$ cat config.mk
export PLATFORM = sky130hd
export DESIGN_NAME = pcm_voice_port
export DESIGN_NICKNAME = d
export VERILOG_FILES = /design/src/pcm_voice_port_pkg.sv /design/src/pcm_voice_port.sv
export VERILOG_INCLUDE_DIRS = /design/src
export SDC_FILE = /design/constraint.sdc
export NUM_CORES = 1
export LEC_CHECK = 0
export ABC_AREA = 0
export BUFFER_PORTS_ARGS = -buffer_cell sky130_fd_sc_hd__buf_2
export CELL_PAD_IN_SITES_DETAIL_PLACEMENT = 1
export CELL_PAD_IN_SITES_GLOBAL_PLACEMENT = 1
export CORE_MARGIN = 2
export CORE_UTILIZATION = 50
export CTS_CLUSTER_SIZE = 25
export DETAILED_ROUTE_END_ITERATION = 10
export GPL_ROUTABILITY_DRIVEN = 0
export PLACE_DENSITY_LB_ADDON = 0.1
export SYNTH_ARGS = -nofsm -noshare
export SYNTH_HDL_FRONTEND = slang
export SYNTH_SLANG_ARGS = --single-unit
$ cat constraint.sdc
create_clock -name CLK_I -period 42.9 [get_ports CLK_I]
set_input_delay 4.29 -clock CLK_I [delete_from_list [all_inputs] [get_ports CLK_I]]
set_output_delay 4.29 -clock CLK_I [all_outputs]
set_load 0.005 [all_outputs]
$ cat src/pcm_voice_port_defs.svh
// Purpose: named constants for the serial voice port
// Assumes: included by bare name from the package only
// Notes:   offsets are APB byte addresses, one aligned 32-bit word each
`ifndef PCM_VOICE_PORT_DEFS_SVH
`define PCM_VOICE_PORT_DEFS_SVH

// clocking and frame geometry
`define PVP_CLK_KHZ        100000
`define PVP_BASE_RATE_KHZ  128
`define PVP_SLOT_BITS      16
`define PVP_SAMPLE_BITS    13
`define PVP_FILL_BITS      3
`define PVP_LONG_SYNC_BITS 3
`define PVP_NUM_CH         3
`define PVP_MAX_SLOTS      16
`define PVP_XFER_BYTES     1040

// staging fifo
`define PVP_FIFO_DEPTH     16
`define PVP_TX_W           16
`define PVP_RX_W           18

// register offsets
`define PVP_OFS_CTRL       12'h000
`define PVP_OFS_FMT        12'h004
`define PVP_OFS_SLOTS      12'h008
`define PVP_OFS_STATUS     12'h00c
`define PVP_OFS_TXDATA     12'h010
`define PVP_OFS_RXDATA     12'h014

// reset values
`define PVP_CTRL_RST       9'h000
`define PVP_FMT_RST        7'h00
`define PVP_SLOTS_RST      15'h0000

`endif

$ cat src/pcm_voice_port_pkg.sv
// Purpose: types shared by the serial voice port design
// Assumes: constants come from pcm_voice_port_defs.svh
// Notes:   packed structs fix the field layout of each register
package pcm_voice_port_pkg;
  `include "pcm_voice_port_defs.svh"

  // fill pattern for the three spare bits of a transmitted word
  typedef enum logic [1:0] {
    FILL_ZERO,
    FILL_ONE,
    FILL_SIGN,
    FILL_PROG
  } fill_e;

  // frame rate choice
  typedef enum logic [1:0] {
    FS_8K,
    FS_16K,
    FS_4K,
    FS_RSVD
  } fs_e;

  typedef struct packed {
    logic       raw16;      // 16-bit words passed untouched
    fs_e        fs_sel;     // frame rate
    logic [2:0] rate_sel;   // bit clock 128 kHz shifted left by this
    logic       long_sync;  // three-bit sync instead of one-bit
    logic       master;     // drive bit clock and sync
    logic       enable;     // port running
  } ctrl_s;

  typedef struct packed {
    logic [2:0] fill_val;   // programmed fill pattern
    fill_e      fill_mode;  // how spare bits are filled
    logic       lsb_first;  // shift order
    logic       right_just; // sample in low 13 bits
  } fmt_s;

  typedef struct packed {
    logic       en;         // channel in use
    logic [3:0] slot;       // slot index in the frame
  } chan_s;

  typedef struct packed {
    logic active;           // port running with current settings
    logic overrun;          // rx sample lost, sticky
    logic underrun;         // tx slot had no sample, sticky
    logic rx_full;
    logic rx_empty;
    logic tx_full;
    logic tx_empty;
  } status_s;
endpackage

$ cat src/pcm_voice_port.sv
// Purpose: three-channel full-duplex serial voice port with APB registers
// Assumes: CLK_I 100 MHz; link pins arrive asynchronously and are synchronised
// Notes:   bit clock must stay well below a quarter of CLK_I in slave mode
// Overview of operation
// - master drives bit clock and frame sync
// - slave takes bit clock and sync as inputs
// - three channels, each slot chosen independently
// - slot count follows interface rate and frame rate
// - channel uses same slot both directions
// - data output released on unowned slots
// - release after falling edge of last bit
// - transparent wideband passes host words untouched
// - codec mode carries linear 13-bit samples
// - short and long sync, master or slave
// - short sync: one-bit high pulse, rising aligned
// - slave: sync seen at fall; next rise is bit zero, or bit one for long sync
// - long sync: three bits, starts with bit zero
// - 13 sample bits, position and order configurable
// - spare bits ignored in, filled out selectably
// - reset format: left justified, msb first
// - transfer traffic buffered between bus and link
//
// Design decisions made here: the placing of the registers and register access over APB.
`timescale 1ns/1ns

// simple synchronous fifo in flip-flops
module pvp_fifo #(
  parameter int W = 16,
  parameter int D = 16
) (
  input  wire logic         clk_i,      // clock
  input  wire logic         arst_n_i,   // async reset, active low
  input  wire logic         in_valid_i, // write request
  output logic              in_ready_o, // not full
  input  wire logic [W-1:0] in_data_i,  // write data
  output logic              out_valid_o,// not empty
  input  wire logic         out_ready_i,// read acknowledge
  output logic [W-1:0]      out_data_o  // head entry
);
  localparam int AW = (D > 1) ? $clog2(D) : 1;
  logic [W-1:0]         mem [D];
  logic [AW-1:0]        wr_ptr;
  logic [AW-1:0]        rd_ptr;
  logic [$clog2(D+1)-1:0] count;
  logic                 do_wr;
  logic                 do_rd;

  assign in_ready_o  = (count != D[$clog2(D+1)-1:0]);
  assign out_valid_o = (count != '0);
  assign do_wr       = in_valid_i & in_ready_o;
  assign do_rd       = out_valid_o & out_ready_i;
  assign out_data_o  = mem[rd_ptr];

  // storage needs no reset, only the pointers and the count do
  always_ff @(posedge clk_i) begin
    if (do_wr) begin
      mem[wr_ptr] <= in_data_i;
    end
  end

  // pointers wrap at the depth
  always_ff @(posedge clk_i or negedge arst_n_i) begin
    if (!arst_n_i) begin
      wr_ptr <= '0;
      rd_ptr <= '0;
      count  <= '0;
    end else begin
      if (do_wr) begin
        wr_ptr <= (wr_ptr == AW'(D - 1)) ? '0 : wr_ptr + 1'b1;
      end
      if (do_rd) begin
        rd_ptr <= (rd_ptr == AW'(D - 1)) ? '0 : rd_ptr + 1'b1;
      end
      if (do_wr && !do_rd) begin
        count <= count + 1'b1;
      end else if (do_rd && !do_wr) begin
        count <= count - 1'b1;
      end
    end
  end
endmodule // pvp_fifo

module pcm_voice_port (
  input  wire logic        CLK_I,     // 100 MHz system clock
  input  wire logic        ARST_N_I,  // async reset, active low
  input  wire logic        PSEL_I,    // apb select
  input  wire logic        PENABLE_I, // apb access phase
  input  wire logic        PWRITE_I,  // apb write
  input  wire logic [11:0] PADDR_I,   // apb byte address
  input  wire logic [31:0] PWDATA_I,  // apb write data
  output logic [31:0]      PRDATA_O,  // apb read data
  output logic             PREADY_O,  // apb ready
  output logic             PSLVERR_O, // apb error, unmapped address
  input  wire logic        BCLK_I,    // bit clock pin in
  output logic             BCLK_O,    // bit clock pin out
  output logic             BCLK_OE_O, // bit clock drive enable
  input  wire logic        SYNC_I,    // frame sync pin in
  output logic             SYNC_O,    // frame sync pin out
  output logic             SYNC_OE_O, // frame sync drive enable
  input  wire logic        DIN_I,     // serial data in
  output logic             DOUT_O,    // serial data out
  output logic             DOUT_OE_O  // serial data drive enable
);
  import pcm_voice_port_pkg::*;

  ctrl_s       shd_ctrl, act_ctrl;
  fmt_s        shd_fmt, act_fmt;
  chan_s [2:0] shd_chan, act_chan;
  status_s     stat;
  logic        underrun, overrun;
  logic [1:0]  bclk_sy, sync_sy, din_sy;
  logic        bclk_d;
  logic [9:0]  div_cnt;
  logic        bclk_m;
  logic        rise_ev, fall_ev;
  logic [8:0]  bit_cnt, next_bit_cnt, frame_last;
  logic        pend;
  logic [8:0]  pend_val;
  logic        prev_fs;
  logic [4:0]  nslots;
  logic [2:0]  hit_nx, hit_cu;
  logic [1:0]  ch_cu;
  logic        own_nx, own_cu;
  logic [15:0] tx_sh, rx_sh, tx_word, rx_full;
  logic        oe, rel_q;
  logic        sync_q;
  logic        tx_pop, tx_in_rdy, tx_out_val;
  logic [15:0] tx_head;
  logic        rx_push, rx_in_rdy, rx_out_val, rx_pop;
  logic [17:0] rx_data, rx_head;
  logic        acc, wr_tx, wr_hit;

  // bit reversal for lsb-first shifting
  function automatic logic [15:0] rev16(input logic [15:0] v);
    logic [15:0] r;
    r = '0;
    for (int i = 0; i < `PVP_SLOT_BITS; i++) begin
      r[i] = v[`PVP_SLOT_BITS-1-i];
    end
    return r;
  endfunction

  // divider reload: half period of the master bit clock in CLK_I cycles, less one
  function automatic logic [9:0] half_div(input logic [2:0] r);
    return 10'(`PVP_CLK_KHZ / ((`PVP_BASE_RATE_KHZ << r) * 2) - 1);
  endfunction

  // ---------------- pin synchronisers ----------------
  // two flops before anything reads a pin
  always_ff @(posedge CLK_I or negedge ARST_N_I) begin
    if (!ARST_N_I) begin
      bclk_sy <= '0;
      sync_sy <= '0;
      din_sy  <= '0;
      bclk_d  <= 1'b0;
    end else begin
      bclk_sy <= {bclk_sy[0], BCLK_I};
      sync_sy <= {sync_sy[0], SYNC_I};
      din_sy  <= {din_sy[0], DIN_I};
      bclk_d  <= bclk_sy[1];
    end
  end

  // ---------------- master bit clock ----------------
  // divider runs only as master; rate follows the interface rate
  always_ff @(posedge CLK_I or negedge ARST_N_I) begin
    if (!ARST_N_I) begin
      div_cnt <= '0;
      bclk_m  <= 1'b0;
    end else if (!(act_ctrl.enable && act_ctrl.master)) begin
      div_cnt <= '0;
      bclk_m  <= 1'b0;
    end else if (div_cnt == '0) begin
      div_cnt <= half_div(act_ctrl.rate_sel);
      bclk_m  <= ~bclk_m;
    end else begin
      div_cnt <= div_cnt - 1'b1;
    end
  end

  // edge events from own divider or from the synchronised pin
  always_comb begin
    if (act_ctrl.master) begin
      rise_ev = act_ctrl.enable && (div_cnt == '0) && !bclk_m;
      fall_ev = act_ctrl.enable && (div_cnt == '0) && bclk_m;
    end else begin
      rise_ev = act_ctrl.enable && bclk_sy[1] && !bclk_d;
      fall_ev = act_ctrl.enable && !bclk_sy[1] && bclk_d;
    end
  end

  // ---------------- frame geometry ----------------
  // slots per frame from interface rate and frame rate
  always_comb begin
    case (act_ctrl.fs_sel)
      FS_8K:   nslots = 5'(1 << act_ctrl.rate_sel);
      FS_16K:  nslots = 5'((1 << act_ctrl.rate_sel) >> 1);
      FS_4K:   nslots = 5'(2 << act_ctrl.rate_sel);
      default: nslots = 5'(1 << act_ctrl.rate_sel);
    endcase
    if (nslots == '0) begin
      nslots = 5'd1;
    end
    if (nslots > 5'(`PVP_MAX_SLOTS)) begin
      nslots = 5'(`PVP_MAX_SLOTS);
    end
    frame_last = 9'(nslots * `PVP_SLOT_BITS - 1);
  end

  // next bit index: slave resync wins over free running count
  assign next_bit_cnt = pend ? pend_val :
                        (bit_cnt >= frame_last) ? '0 : bit_cnt + 1'b1;

  // channel hits for the coming bit and the current bit
  genvar g;
  generate
    for (g = 0; g < `PVP_NUM_CH; g++) begin : g_hit
      assign hit_nx[g] = act_chan[g].en && (5'(act_chan[g].slot) < nslots) &&
                         (act_chan[g].slot == next_bit_cnt[7:4]);
      assign hit_cu[g] = act_chan[g].en && (5'(act_chan[g].slot) < nslots) &&
                         (act_chan[g].slot == bit_cnt[7:4]);
    end
  endgenerate

  // lowest channel wins if software maps two onto one slot
  always_comb begin
    ch_cu = '0;
    for (int i = `PVP_NUM_CH - 1; i >= 0; i--) begin
      if (hit_cu[i]) ch_cu = 2'(i);
    end
    own_nx = |hit_nx && !next_bit_cnt[8];
    own_cu = |hit_cu && !bit_cnt[8];
  end

  // ---------------- bit counter and sync ----------------
  always_ff @(posedge CLK_I or negedge ARST_N_I) begin
    if (!ARST_N_I) begin
      bit_cnt  <= '0;
      pend     <= 1'b0;
      pend_val <= '0;
      prev_fs  <= 1'b0;
      sync_q   <= 1'b0;
    end else if (!act_ctrl.enable) begin
      bit_cnt  <= frame_last;  // first rise after enable opens bit zero, unless the enabling write also lengthens the frame
      pend     <= 1'b0;
      prev_fs  <= 1'b0;
      sync_q   <= 1'b0;
    end else begin
      if (fall_ev) begin
        prev_fs <= sync_sy[1];
        if (!act_ctrl.master && sync_sy[1] && !prev_fs) begin
          pend     <= 1'b1;
          pend_val <= act_ctrl.long_sync ? 9'd1 : 9'd0;
        end
      end
      if (rise_ev) begin
        bit_cnt <= next_bit_cnt;
        pend    <= 1'b0;
        if (act_ctrl.long_sync) begin
          sync_q <= (next_bit_cnt < 9'(`PVP_LONG_SYNC_BITS));
        end else begin
          sync_q <= (next_bit_cnt == frame_last);
        end
      end
    end
  end

  // ---------------- settings apply at frame edge ----------------
  // mid-frame changes would tear a slot, so the shadow waits
  always_ff @(posedge CLK_I or negedge ARST_N_I) begin
    if (!ARST_N_I) begin
      act_ctrl <= ctrl_s'(`PVP_CTRL_RST);
      act_fmt  <= fmt_s'(`PVP_FMT_RST);
      act_chan <= `PVP_SLOTS_RST;
    end else if (!act_ctrl.enable || (rise_ev && next_bit_cnt == '0)) begin
      act_ctrl <= shd_ctrl;
      act_fmt  <= shd_fmt;
      act_chan <= shd_chan;
    end
  end

  // ---------------- transmit word build ----------------
  always_comb begin
    logic [2:0] fill;
    fill = '0;
    case (act_fmt.fill_mode)
      FILL_ZERO: fill = '0;
      FILL_ONE:  fill = '1;
      FILL_SIGN: fill = {`PVP_FILL_BITS{tx_head[`PVP_SAMPLE_BITS-1]}};
      FILL_PROG: fill = act_fmt.fill_val;
      default:   fill = '0;
    endcase
    if (act_ctrl.raw16) begin
      tx_word = tx_head;
    end else if (act_fmt.right_just) begin
      tx_word = {fill, tx_head[`PVP_SAMPLE_BITS-1:0]};
    end else begin
      tx_word = {tx_head[`PVP_SAMPLE_BITS-1:0], fill};
    end
    if (!tx_out_val) begin
      tx_word = '0;
    end
    if (act_fmt.lsb_first) begin
      tx_word = rev16(tx_word);
    end
  end

  assign tx_pop = rise_ev && own_nx && (next_bit_cnt[3:0] == '0);

  // ---------------- serial output ----------------
  always_ff @(posedge CLK_I or negedge ARST_N_I) begin
    if (!ARST_N_I) begin
      tx_sh <= '0;
      oe    <= 1'b0;
    end else if (!act_ctrl.enable) begin
      oe <= 1'b0;
    end else if (tx_pop) begin
      tx_sh <= tx_word;
      oe    <= 1'b1;
    end else if (rise_ev && oe) begin
      tx_sh <= {tx_sh[14:0], 1'b0};
    end else if (rel_q) begin
      oe <= 1'b0;
    end
  end

  // release one clock after the last fall, so a receiver sampling on
  // that very edge still sees the slot driven
  always_ff @(posedge CLK_I or negedge ARST_N_I) begin
    if (!ARST_N_I) begin
      rel_q <= 1'b0;
    end else begin
      rel_q <= fall_ev && oe && (bit_cnt[3:0] == 4'hf);
    end
  end

  // ---------------- serial input ----------------
  assign rx_full = {rx_sh[14:0], din_sy[1]};

  always_ff @(posedge CLK_I or negedge ARST_N_I) begin
    if (!ARST_N_I) begin
      rx_sh   <= '0;
      rx_push <= 1'b0;
      rx_data <= '0;
    end else begin
      rx_push <= 1'b0;
      if (fall_ev && own_cu) begin
        rx_sh <= rx_full;
        if (bit_cnt[3:0] == 4'hf) begin
          rx_push <= 1'b1;
          rx_data <= {ch_cu, rx_fmt(rx_full)};
        end
      end
    end
  end

  // received word back to a sign-extended sample; spare bits dropped, raw16 words returned whole
  function automatic logic [15:0] rx_fmt(input logic [15:0] v);
    logic [15:0] w;
    w = act_fmt.lsb_first ? rev16(v) : v;
    if (act_ctrl.raw16) begin
      return w;
    end else if (act_fmt.right_just) begin
      return {{`PVP_FILL_BITS{w[`PVP_SAMPLE_BITS-1]}}, w[`PVP_SAMPLE_BITS-1:0]};
    end
    return {{`PVP_FILL_BITS{w[`PVP_SLOT_BITS-1]}}, w[`PVP_SLOT_BITS-1:`PVP_FILL_BITS]};
  endfunction

  // staging fifos between bus and link; full tx stalls the bus
  pvp_fifo #(.W(`PVP_TX_W), .D(`PVP_FIFO_DEPTH)) u_tx_fifo (
    .clk_i       (CLK_I),
    .arst_n_i    (ARST_N_I),
    .in_valid_i  (wr_tx),
    .in_ready_o  (tx_in_rdy),
    .in_data_i   (PWDATA_I[15:0]),
    .out_valid_o (tx_out_val),
    .out_ready_i (tx_pop),
    .out_data_o  (tx_head)
  );

  pvp_fifo #(.W(`PVP_RX_W), .D(`PVP_FIFO_DEPTH)) u_rx_fifo (
    .clk_i       (CLK_I),
    .arst_n_i    (ARST_N_I),
    .in_valid_i  (rx_push),
    .in_ready_o  (rx_in_rdy),
    .in_data_i   (rx_data),
    .out_valid_o (rx_out_val),
    .out_ready_i (rx_pop),
    .out_data_o  (rx_head)
  );

  // ---------------- pins ----------------
  // bit clock and sync parked low unless master; the divider lags a mode change by a clock
  assign BCLK_O    = bclk_m && BCLK_OE_O;
  assign BCLK_OE_O = act_ctrl.enable && act_ctrl.master;
  assign SYNC_O    = sync_q && SYNC_OE_O;
  assign SYNC_OE_O = act_ctrl.enable && act_ctrl.master;
  assign DOUT_O    = tx_sh[15];
  assign DOUT_OE_O = oe;

  // ---------------- apb slave ----------------
  assign wr_hit    = (PADDR_I == `PVP_OFS_TXDATA);
  assign wr_tx     = PSEL_I && PENABLE_I && PWRITE_I && wr_hit;
  assign PREADY_O  = !(wr_tx && !tx_in_rdy);  // back-pressure on full tx
  assign acc       = PSEL_I && PENABLE_I && PREADY_O;
  assign rx_pop    = acc && !PWRITE_I && (PADDR_I == `PVP_OFS_RXDATA) && rx_out_val;
  assign PSLVERR_O = PSEL_I && PENABLE_I &&
                     !(PADDR_I inside {`PVP_OFS_CTRL, `PVP_OFS_FMT, `PVP_OFS_SLOTS,
                                       `PVP_OFS_STATUS, `PVP_OFS_TXDATA,
                                       `PVP_OFS_RXDATA});

  assign stat = '{active: act_ctrl.enable, overrun: overrun, underrun: underrun,
                  rx_full: !rx_in_rdy, rx_empty: !rx_out_val,
                  tx_full: !tx_in_rdy, tx_empty: !tx_out_val};

  // shadow settings written by software
  always_ff @(posedge CLK_I or negedge ARST_N_I) begin
    if (!ARST_N_I) begin
      shd_ctrl <= ctrl_s'(`PVP_CTRL_RST);
      shd_fmt  <= fmt_s'(`PVP_FMT_RST);
      shd_chan <= `PVP_SLOTS_RST;
    end else if (acc && PWRITE_I) begin
      case (PADDR_I)
        `PVP_OFS_CTRL:  shd_ctrl <= ctrl_s'(PWDATA_I[$bits(ctrl_s)-1:0]);
        `PVP_OFS_FMT:   shd_fmt  <= fmt_s'(PWDATA_I[$bits(fmt_s)-1:0]);
        `PVP_OFS_SLOTS: shd_chan <= PWDATA_I[$bits(chan_s)*`PVP_NUM_CH-1:0];
        default:        ;
      endcase
    end
  end

  // sticky errors; a new event wins over a same-cycle clear
  always_ff @(posedge CLK_I or negedge ARST_N_I) begin
    if (!ARST_N_I) begin
      underrun <= 1'b0;
      overrun  <= 1'b0;
    end else begin
      if (acc && PWRITE_I && PADDR_I == `PVP_OFS_STATUS) begin
        if (PWDATA_I[5]) underrun <= 1'b0;
        if (PWDATA_I[6]) overrun  <= 1'b0;
      end
      if (tx_pop && !tx_out_val) underrun <= 1'b1;
      if (rx_push && !rx_in_rdy) overrun  <= 1'b1;
    end
  end

  // read data latched in the setup cycle, stable through access
  always_ff @(posedge CLK_I or negedge ARST_N_I) begin
    if (!ARST_N_I) begin
      PRDATA_O <= '0;
    end else if (PSEL_I && !PENABLE_I) begin
      case (PADDR_I)
        `PVP_OFS_CTRL:   PRDATA_O <= 32'(shd_ctrl);
        `PVP_OFS_FMT:    PRDATA_O <= 32'(shd_fmt);
        `PVP_OFS_SLOTS:  PRDATA_O <= 32'(shd_chan);
        `PVP_OFS_STATUS: PRDATA_O <= 32'(stat);
        `PVP_OFS_RXDATA: PRDATA_O <= rx_out_val ? 32'(rx_head) : '0;
        default:         PRDATA_O <= '0;
      endcase
    end
  end
endmodule // pcm_voice_port

==> impl_results.md, run 1 <==
- DP Wirelength: around 84000 µm
- Yosys reg bits: between 700 and 800
- Via Count: 30.1k
- Register area share after synthesis: just over 50%
- Nets: around 3.7k
- Slowest stage delay, CP: 930 ps
- Post-synth ARST share: 26.0%
- Die Wd: 293 µm
- WP data required: 43400 ps
- Setup-failing EPs final: 0
- CP Max Fanout: 22
- Global-route wire length before repair: approximately 190000 µm
- Vias in the first global route: 32.2k
- Non-Filler Instances: approximately 4.6k
- Startpoint Class: flip-flop
- Die height: 293 µm
- Slew of the pin with the lowest slew margin: 1310 ps
- P&R area growth vs syn: 10.1%
- Critical path type: reg2reg
- Via density: between 6 and 7
- Starting Density: around half
- Worst EP arrival: between 40000 and 50000 ps
- H-tree Lvls: 3
- CTS root buf: clkbuf_16
- Cell Area, Synth: 41700 µm²
- Inst Count DP: 4486
- DRT iter0 DRCs: ~2.1k
- Layout cell share with drive strength beyond 1: 19.8%
- Wire length per cell: 26.9 µm
- Antenna viol nets, final: 0
- Hold Fails Final Rpt: 0
- TritonCTS clock tree: done
- Mapped Cells: 3435
- Multi-input gate area: 19800 µm²
- Pwr Density: about 37 nW/µm²
- Die footprint: ~86000 µm²
- IO Pins: 92
- Number of CTS-inserted buffers: 69
- Total GRT Usage: between 20% and 30%
- Total Routed Length: around 120000 µm
- Pre-CTS WS: 1050 ps
- # DRC: 0
- Top FF cell, synth: edfxtp_1
- Num Clock Sinks: 735
- Post-synth EDFFs: 544
- Worst setup EP type: flip-flop
- Fill cells: just over 8k
- Initial antenna violation count: 3
- Clock Tree Buf Depth: 3
- Number of diodes: 0
- Area of the core: 82400 µm²
- Status: complete, no violations
- Fin crit period: 40310 ps
- Crit-path slowest cell: a2111oi_0
- Peak Freq: around 25 MHz
- Hold Buf Count CTS: 0
- P_leak: 16.5 nW
- Syn_area_per_cell: 12.1 µm²
- Pin count of the biggest net entering global routing: 82
- Overflow after GRT: 0
- YS warnings: 0
- Maximum VDD drop: 0.0431 mV
- RSZ-0062 raised after global routing: false
- PnR worst setup slack: 2590 ps
- Number of detailed-route iterations in the first pass: 5
- Worst skew pair latency: 610 ps
- MaxCap Viol Count: 0
- Setup TNS: 0 ps
- Post-synth cell types: roughly 130
- Reg clk slew, reported paths: approximately 60 ps
- Sequential Area: 21100 µm²
- Final Slew Violations: 0
- Min-delay worst type: reg2reg
- Clk_skew: around 27 ps
- Max_slew headroom: 12.6%
- CP dominant cell by count: a21oi_1
- Port Buffers: about 60
- # rows: between 100 and 150
- Final period util: a little over nine tenths
worst max-delay path: cells and delay by family, from the launching register on:
kind / cells / cell delay, ps
AO/OA/AOI/OAI: 72 / 16520
XOR/XNOR: 2 / 280
adder cells (fa/ha/maj): 21 / 6220
buffers and inverters: 9 / 1670
flip-flops: 1 / 560
multiplexers: 7 / 2160
AND/OR/NAND/NOR: 57 / 12720
where the power goes:
| group | internal, mW | switching [mW] |
|---|---|---|
| Sequential | 0.760 | 0.000660 |
| Combinational | 0.0922 | 0.214 |
| Clock | 0.362 | 0.265 |
| Total | 1.21 | 0.479 |
cells by family (layout without fill, tap and decap cells):
family | Yosys count | in the layout | share of synthesized area, %
compound gates | 845 | 845 | 14.0
simple gates | 928 | 928 | 11.5
fa+ha+maj | 147 | 147 | 4.45
flops | 735 | 735 | 50.6
buf+inv | 268 | 367 | 2.74
mux | 372 | 372 | 13.8
xor+xnor | 139 | 139 | 2.92
other cells | 1 | 14 | 0.00899
flip-flops by register name, indices dropped and copies added, names as in the netlist, 5 cells and up:
name             cells
PRDATA_O            18
act_chan            15
act_ctrl             9
act_fmt              7
bit_cnt              9
div_cnt             10
rx_data             18
rx_sh               15
shd_chan            15
shd_ctrl             9
shd_fmt              7
tx_sh               16
u_rx_fifo.count      5
u_rx_fifo.mem      288
u_tx_fifo.count      5
u_tx_fifo.mem      256
metal layers:
layer	global-route usage [%]	vias to the layer above	share of wire [%]
li1	-	13400	-
met1	38.2	15600	43
met2	50.4	834	50
met3	3.26	211	4.4
met4	8.83	4	2.6
met5	0	-	0.019
cell usage in the layout (no fill, tap or decap), drive strengths merged, types with 82 or more instances in the layout:
cell / count
edfxtp: 544
clkbuf: 90
mux4: 146
xnor2: 82
a21oi: 187
nor2: 220
dfrtp: 191
ha: 145
o21ai: 189
mux2: 137
mux2i: 89
nand2: 259
buf: 160
worst paths after layout:
| kind | startpoint | to | slack, ps | depth (start not counted) |
|---|---|---|---|---|
| max | act_ctrl[4] | div_cnt[9] | 2590 | 168 |
| min | sync_sy[0] | sync_sy[1] | 360 | 0 |
| max reg2reg | act_ctrl[4] | div_cnt[9] | 2590 | 168 |
| min reg2reg | sync_sy[0] | sync_sy[1] | 360 | 0 |
| max in group asynchronous | ARST_N_I | act_ctrl[4] | 37730 | 2 |
| min in group asynchronous | ARST_N_I | u_rx_fifo.wr_ptr[3] | 3620 | 1 |
cell type report:
type / instances / share of cell area [%]
Sequential cell: 735 / 46.0
Multi-Input combinational cell: 2445 / 43.1
Clock buffer: 90 / 4.12
Tap cell: 1070 / 2.92
Timing Repair Buffer: 160 / 2.31
Clock inverter: 35 / 0.881
Inverter: 82 / 0.684
repair_timing:
item                                    CTS  global route
resized for setup                         0            22
setup buffers                             0             6
endpoints found under the setup margin    0             8
metrics by stage:
stage	cell area (µm²)	power, mW	utilization, %	hold slack (ps)
6_report	45900	1.69	55.7	355
5_1_grt	45900	1.75	55.7	359
4_1_cts	45800	1.69	55.5	359
3_5_place_dp	43500	1.07	52.8	345
3_3_place_gp	43500	1.06	52.8	334
2_1_floorplan	41700	0.983	-	331
synth_stat cells, types with 22 or more instances:
library cell	number	area share (%)
a211oi_1	42	0.76
a21o_1	65	1.2
a21oi_1	185	2.2
a22oi_1	27	0.49
a31oi_1	26	0.39
and2_1	25	0.38
and3_1	31	0.47
buf_1	28	0.25
clkbuf_1	122	1.1
dfrtp_1	191	11
edfxtp_1	544	39
ha_1	145	4.4
inv_1	73	0.66
mux2_2	135	3.6
mux2i_1	88	2.1
mux4_2	146	7.9
nand2_1	259	2.3
nand2b_1	42	0.63
nand3_1	76	0.91
nand4_1	24	0.36
nor2_1	215	1.9
nor2b_1	28	0.42
nor3_1	67	0.80
nor4_1	31	0.47
o211ai_1	33	0.59
o21a_1	28	0.50
o21ai_0	175	2.1
o31ai_1	31	0.56
or3_1	22	0.33
xnor2_1	82	1.7
xor2_1	57	1.2
Note: power is estimated with default switching activity, not from simulation.
==> run 2: changes to the inputs <==
clock period = 50.1 ns   (was 42.9 ns; I/O delays follow)
==> impl_results.md, run 2 (same netlist as run 1, synthesis figures left out) <==
- Via Count: 30.1k
- Routed wl met3: 6140 µm
- # DRC: 0
- Antenna viol nets, final: 0
- Pin count of the biggest net entering global routing: between 70 and 80
- R2r setup slk: 5880 ps
- DRT iter0 DRCs: 1884
- Worst setup EP type: flip-flop
- Num Clock Sinks: 735
- Global-route wire length before repair: 194000 µm
- Die footprint: 85700 µm²
- Setup-failing EPs final: 0
- Pwr Density: around 32 nW/µm²
- Peak Freq: 22.6 MHz
- Critical path type: reg2reg
- Setup TNS: 0 ps
- TritonCTS clock tree: done
- Most common library cell in the layout ignoring fill and taps: edfxtp_1
- Total Power: 1.46 mW
- Number of CTS-inserted buffers: 70
- Number of diodes: 0
- Reg clk slew, reported paths: 60 ps
- Largest registers: u_rx_fifo.mem (288), u_tx_fifo.mem (256)
- Top routing layer in use: met5
- Die Wd: 293 µm
- MaxCap Viol Count: 0
- Number of detailed-route iterations in the first pass: 5
- RSZ-0062 raised after global routing: false
- Slowest stage delay, CP: 800 ps
- Crit-path slowest cell: dfrtp_1
- Initial antenna violation count: 1
- Nets: roughly 3.7k
- Layout cell share with drive strength beyond 1: a little under a fifth
- Wl on met1: around 52000 µm
- Die height: 293 µm
- P&R area growth vs syn: 9.44%
- Overflow after GRT: 0
- Starting Density: between 50% and 60%
- CP Max Fanout: 22
- Hold path startpoint: sync_sy[0]
- Total GRT Usage: 29.3%
- Hold Fails Final Rpt: 0
- Number of flip-flops in the largest register: about 290
- Clk_skew: 29.6 ps
- Share of power burned in registers: 44.6%
- Switching share of power: 28.1%
- Reg2reg end: div_cnt[8]
- Gate power share: 17.7%
- Vias in the first global route: 32.5k
- Worst skew pair latency: 620 ps
- Final Slew Violations: 0
- Area of the core: a little over 80000 µm²
- Startpoint Class: flip-flop
- P_leak: approximately 16 nW
- # rows: 105
- Post-CTS Setup Inserts: 0
- P_int: 1.05 mW
- Clock Tree Buf Depth: 3
- Min-delay worst type: reg2reg
- Slew of the pin with the lowest slew margin: 1260 ps
- Wire length per cell: 27.2 µm
- Maximum VDD drop: 0.0469 mV
- Fin crit period: 44220 ps
- CP dominant cell by count: a21oi_1
- Clk network pwr share: 37.7%
- Via density: 6.56
- Final period util: 88.3%
- Hold Buf Count CTS: 0
- DP Wirelength: 83800 µm
- Hold depth: 0
- Hold Path End: sync_sy[1]
- NetSw: 410 µW
- CTS root buf: clkbuf_16
- Port Buffers: between 60 and 70
- Most frequent cells in the layout: edfxtp_1, nand2_1, nor2_1
- Total Routed Length: 125000 µm
- # resized after CTS: 0
- Top reg by flops: u_rx_fifo.mem
- Max_slew headroom: 16.1%
- Status: complete, no violations
- Fill cells: 8364
- IO Pins: ~90
- Met2 WL: between 60000 and 70000 µm
- Worst EP arrival: 44730 ps
- R2R cell count: 167
- H-tree Lvls: 3
- Critical R2R Launch: act_ctrl[4]
- WP data required: 50600 ps
-- run 2: routing by layer --
| layer | global-route usage [%] | vias up |
|---|---|---|
| met5 | 0 | - |
| met4 | 9.51 | 2 |
| met3 | 3.19 | 235 |
| met2 | 50.6 | 927 |
| met1 | 38.6 | 15600 |
| li1 | - | 13400 |
-- run 2: worst max-delay path, delay by kind of cell, from the launching register on --
family	cells	cell delay, ps
adders and majority gates	22	6680
xor gates and xnor gates	3	360
muxes	7	2390
and+or+nand+nor	59	15580
DFF	1	800
AOI/OAI and AO/OA	70	16900
buffers and inverters	6	1380
-- run 2: stage by stage --
stage,std cells,hold WS (ps),cell area (µm²),utilization (%),setup WS (ps)
floorplan,3448,331,41700,-,14670
finish,4589,364,45600,55.4,5880
global placement,4461,334,43300,52.5,7500
detailed placement,4461,343,43300,52.5,6460
global route,4589,365,45600,55.4,2060
CTS,4589,356,45600,55.4,6290
-- run 2: how the worst max path moves through the flow --
stage	startpoint	end	slack, ps	cells after the start
2_1_floorplan	act_ctrl[4]	div_cnt[8]	14670	184
3_3_place_gp	act_ctrl[4]	div_cnt[8]	7500	167
3_5_place_dp	act_ctrl[4]	div_cnt[8]	6460	168
4_1_cts	act_ctrl[4]	div_cnt[4]	6290	167
5_1_grt	act_ctrl[4]	div_cnt[8]	2060	168
6_report	act_ctrl[4]	div_cnt[8]	5880	167
-- run 2: area by class of cell --
type	instances	area, µm²	area share [%]
Clock buffer	81	1850	4.04
Inverter	82	310	0.680
Tap cell	1070	1340	2.93
Clock inverter	47	522	1.14
Sequential cell	735	21100	46.3
Timing Repair Buffer	129	826	1.81
Multi-Input combinational cell	2445	19700	43.1
-- run 2: power by group through the flow --
stage | Combinational [mW] | Clock (mW) | Sequential (mW)
2_1_floorplan | 0.178 | 0 | 0.664
3_3_place_gp | 0.243 | 0 | 0.664
3_5_place_dp | 0.252 | 0 | 0.664
4_1_cts | 0.254 | 0.557 | 0.651
5_1_grt | 0.281 | 0.578 | 0.651
6_report | 0.258 | 0.550 | 0.651
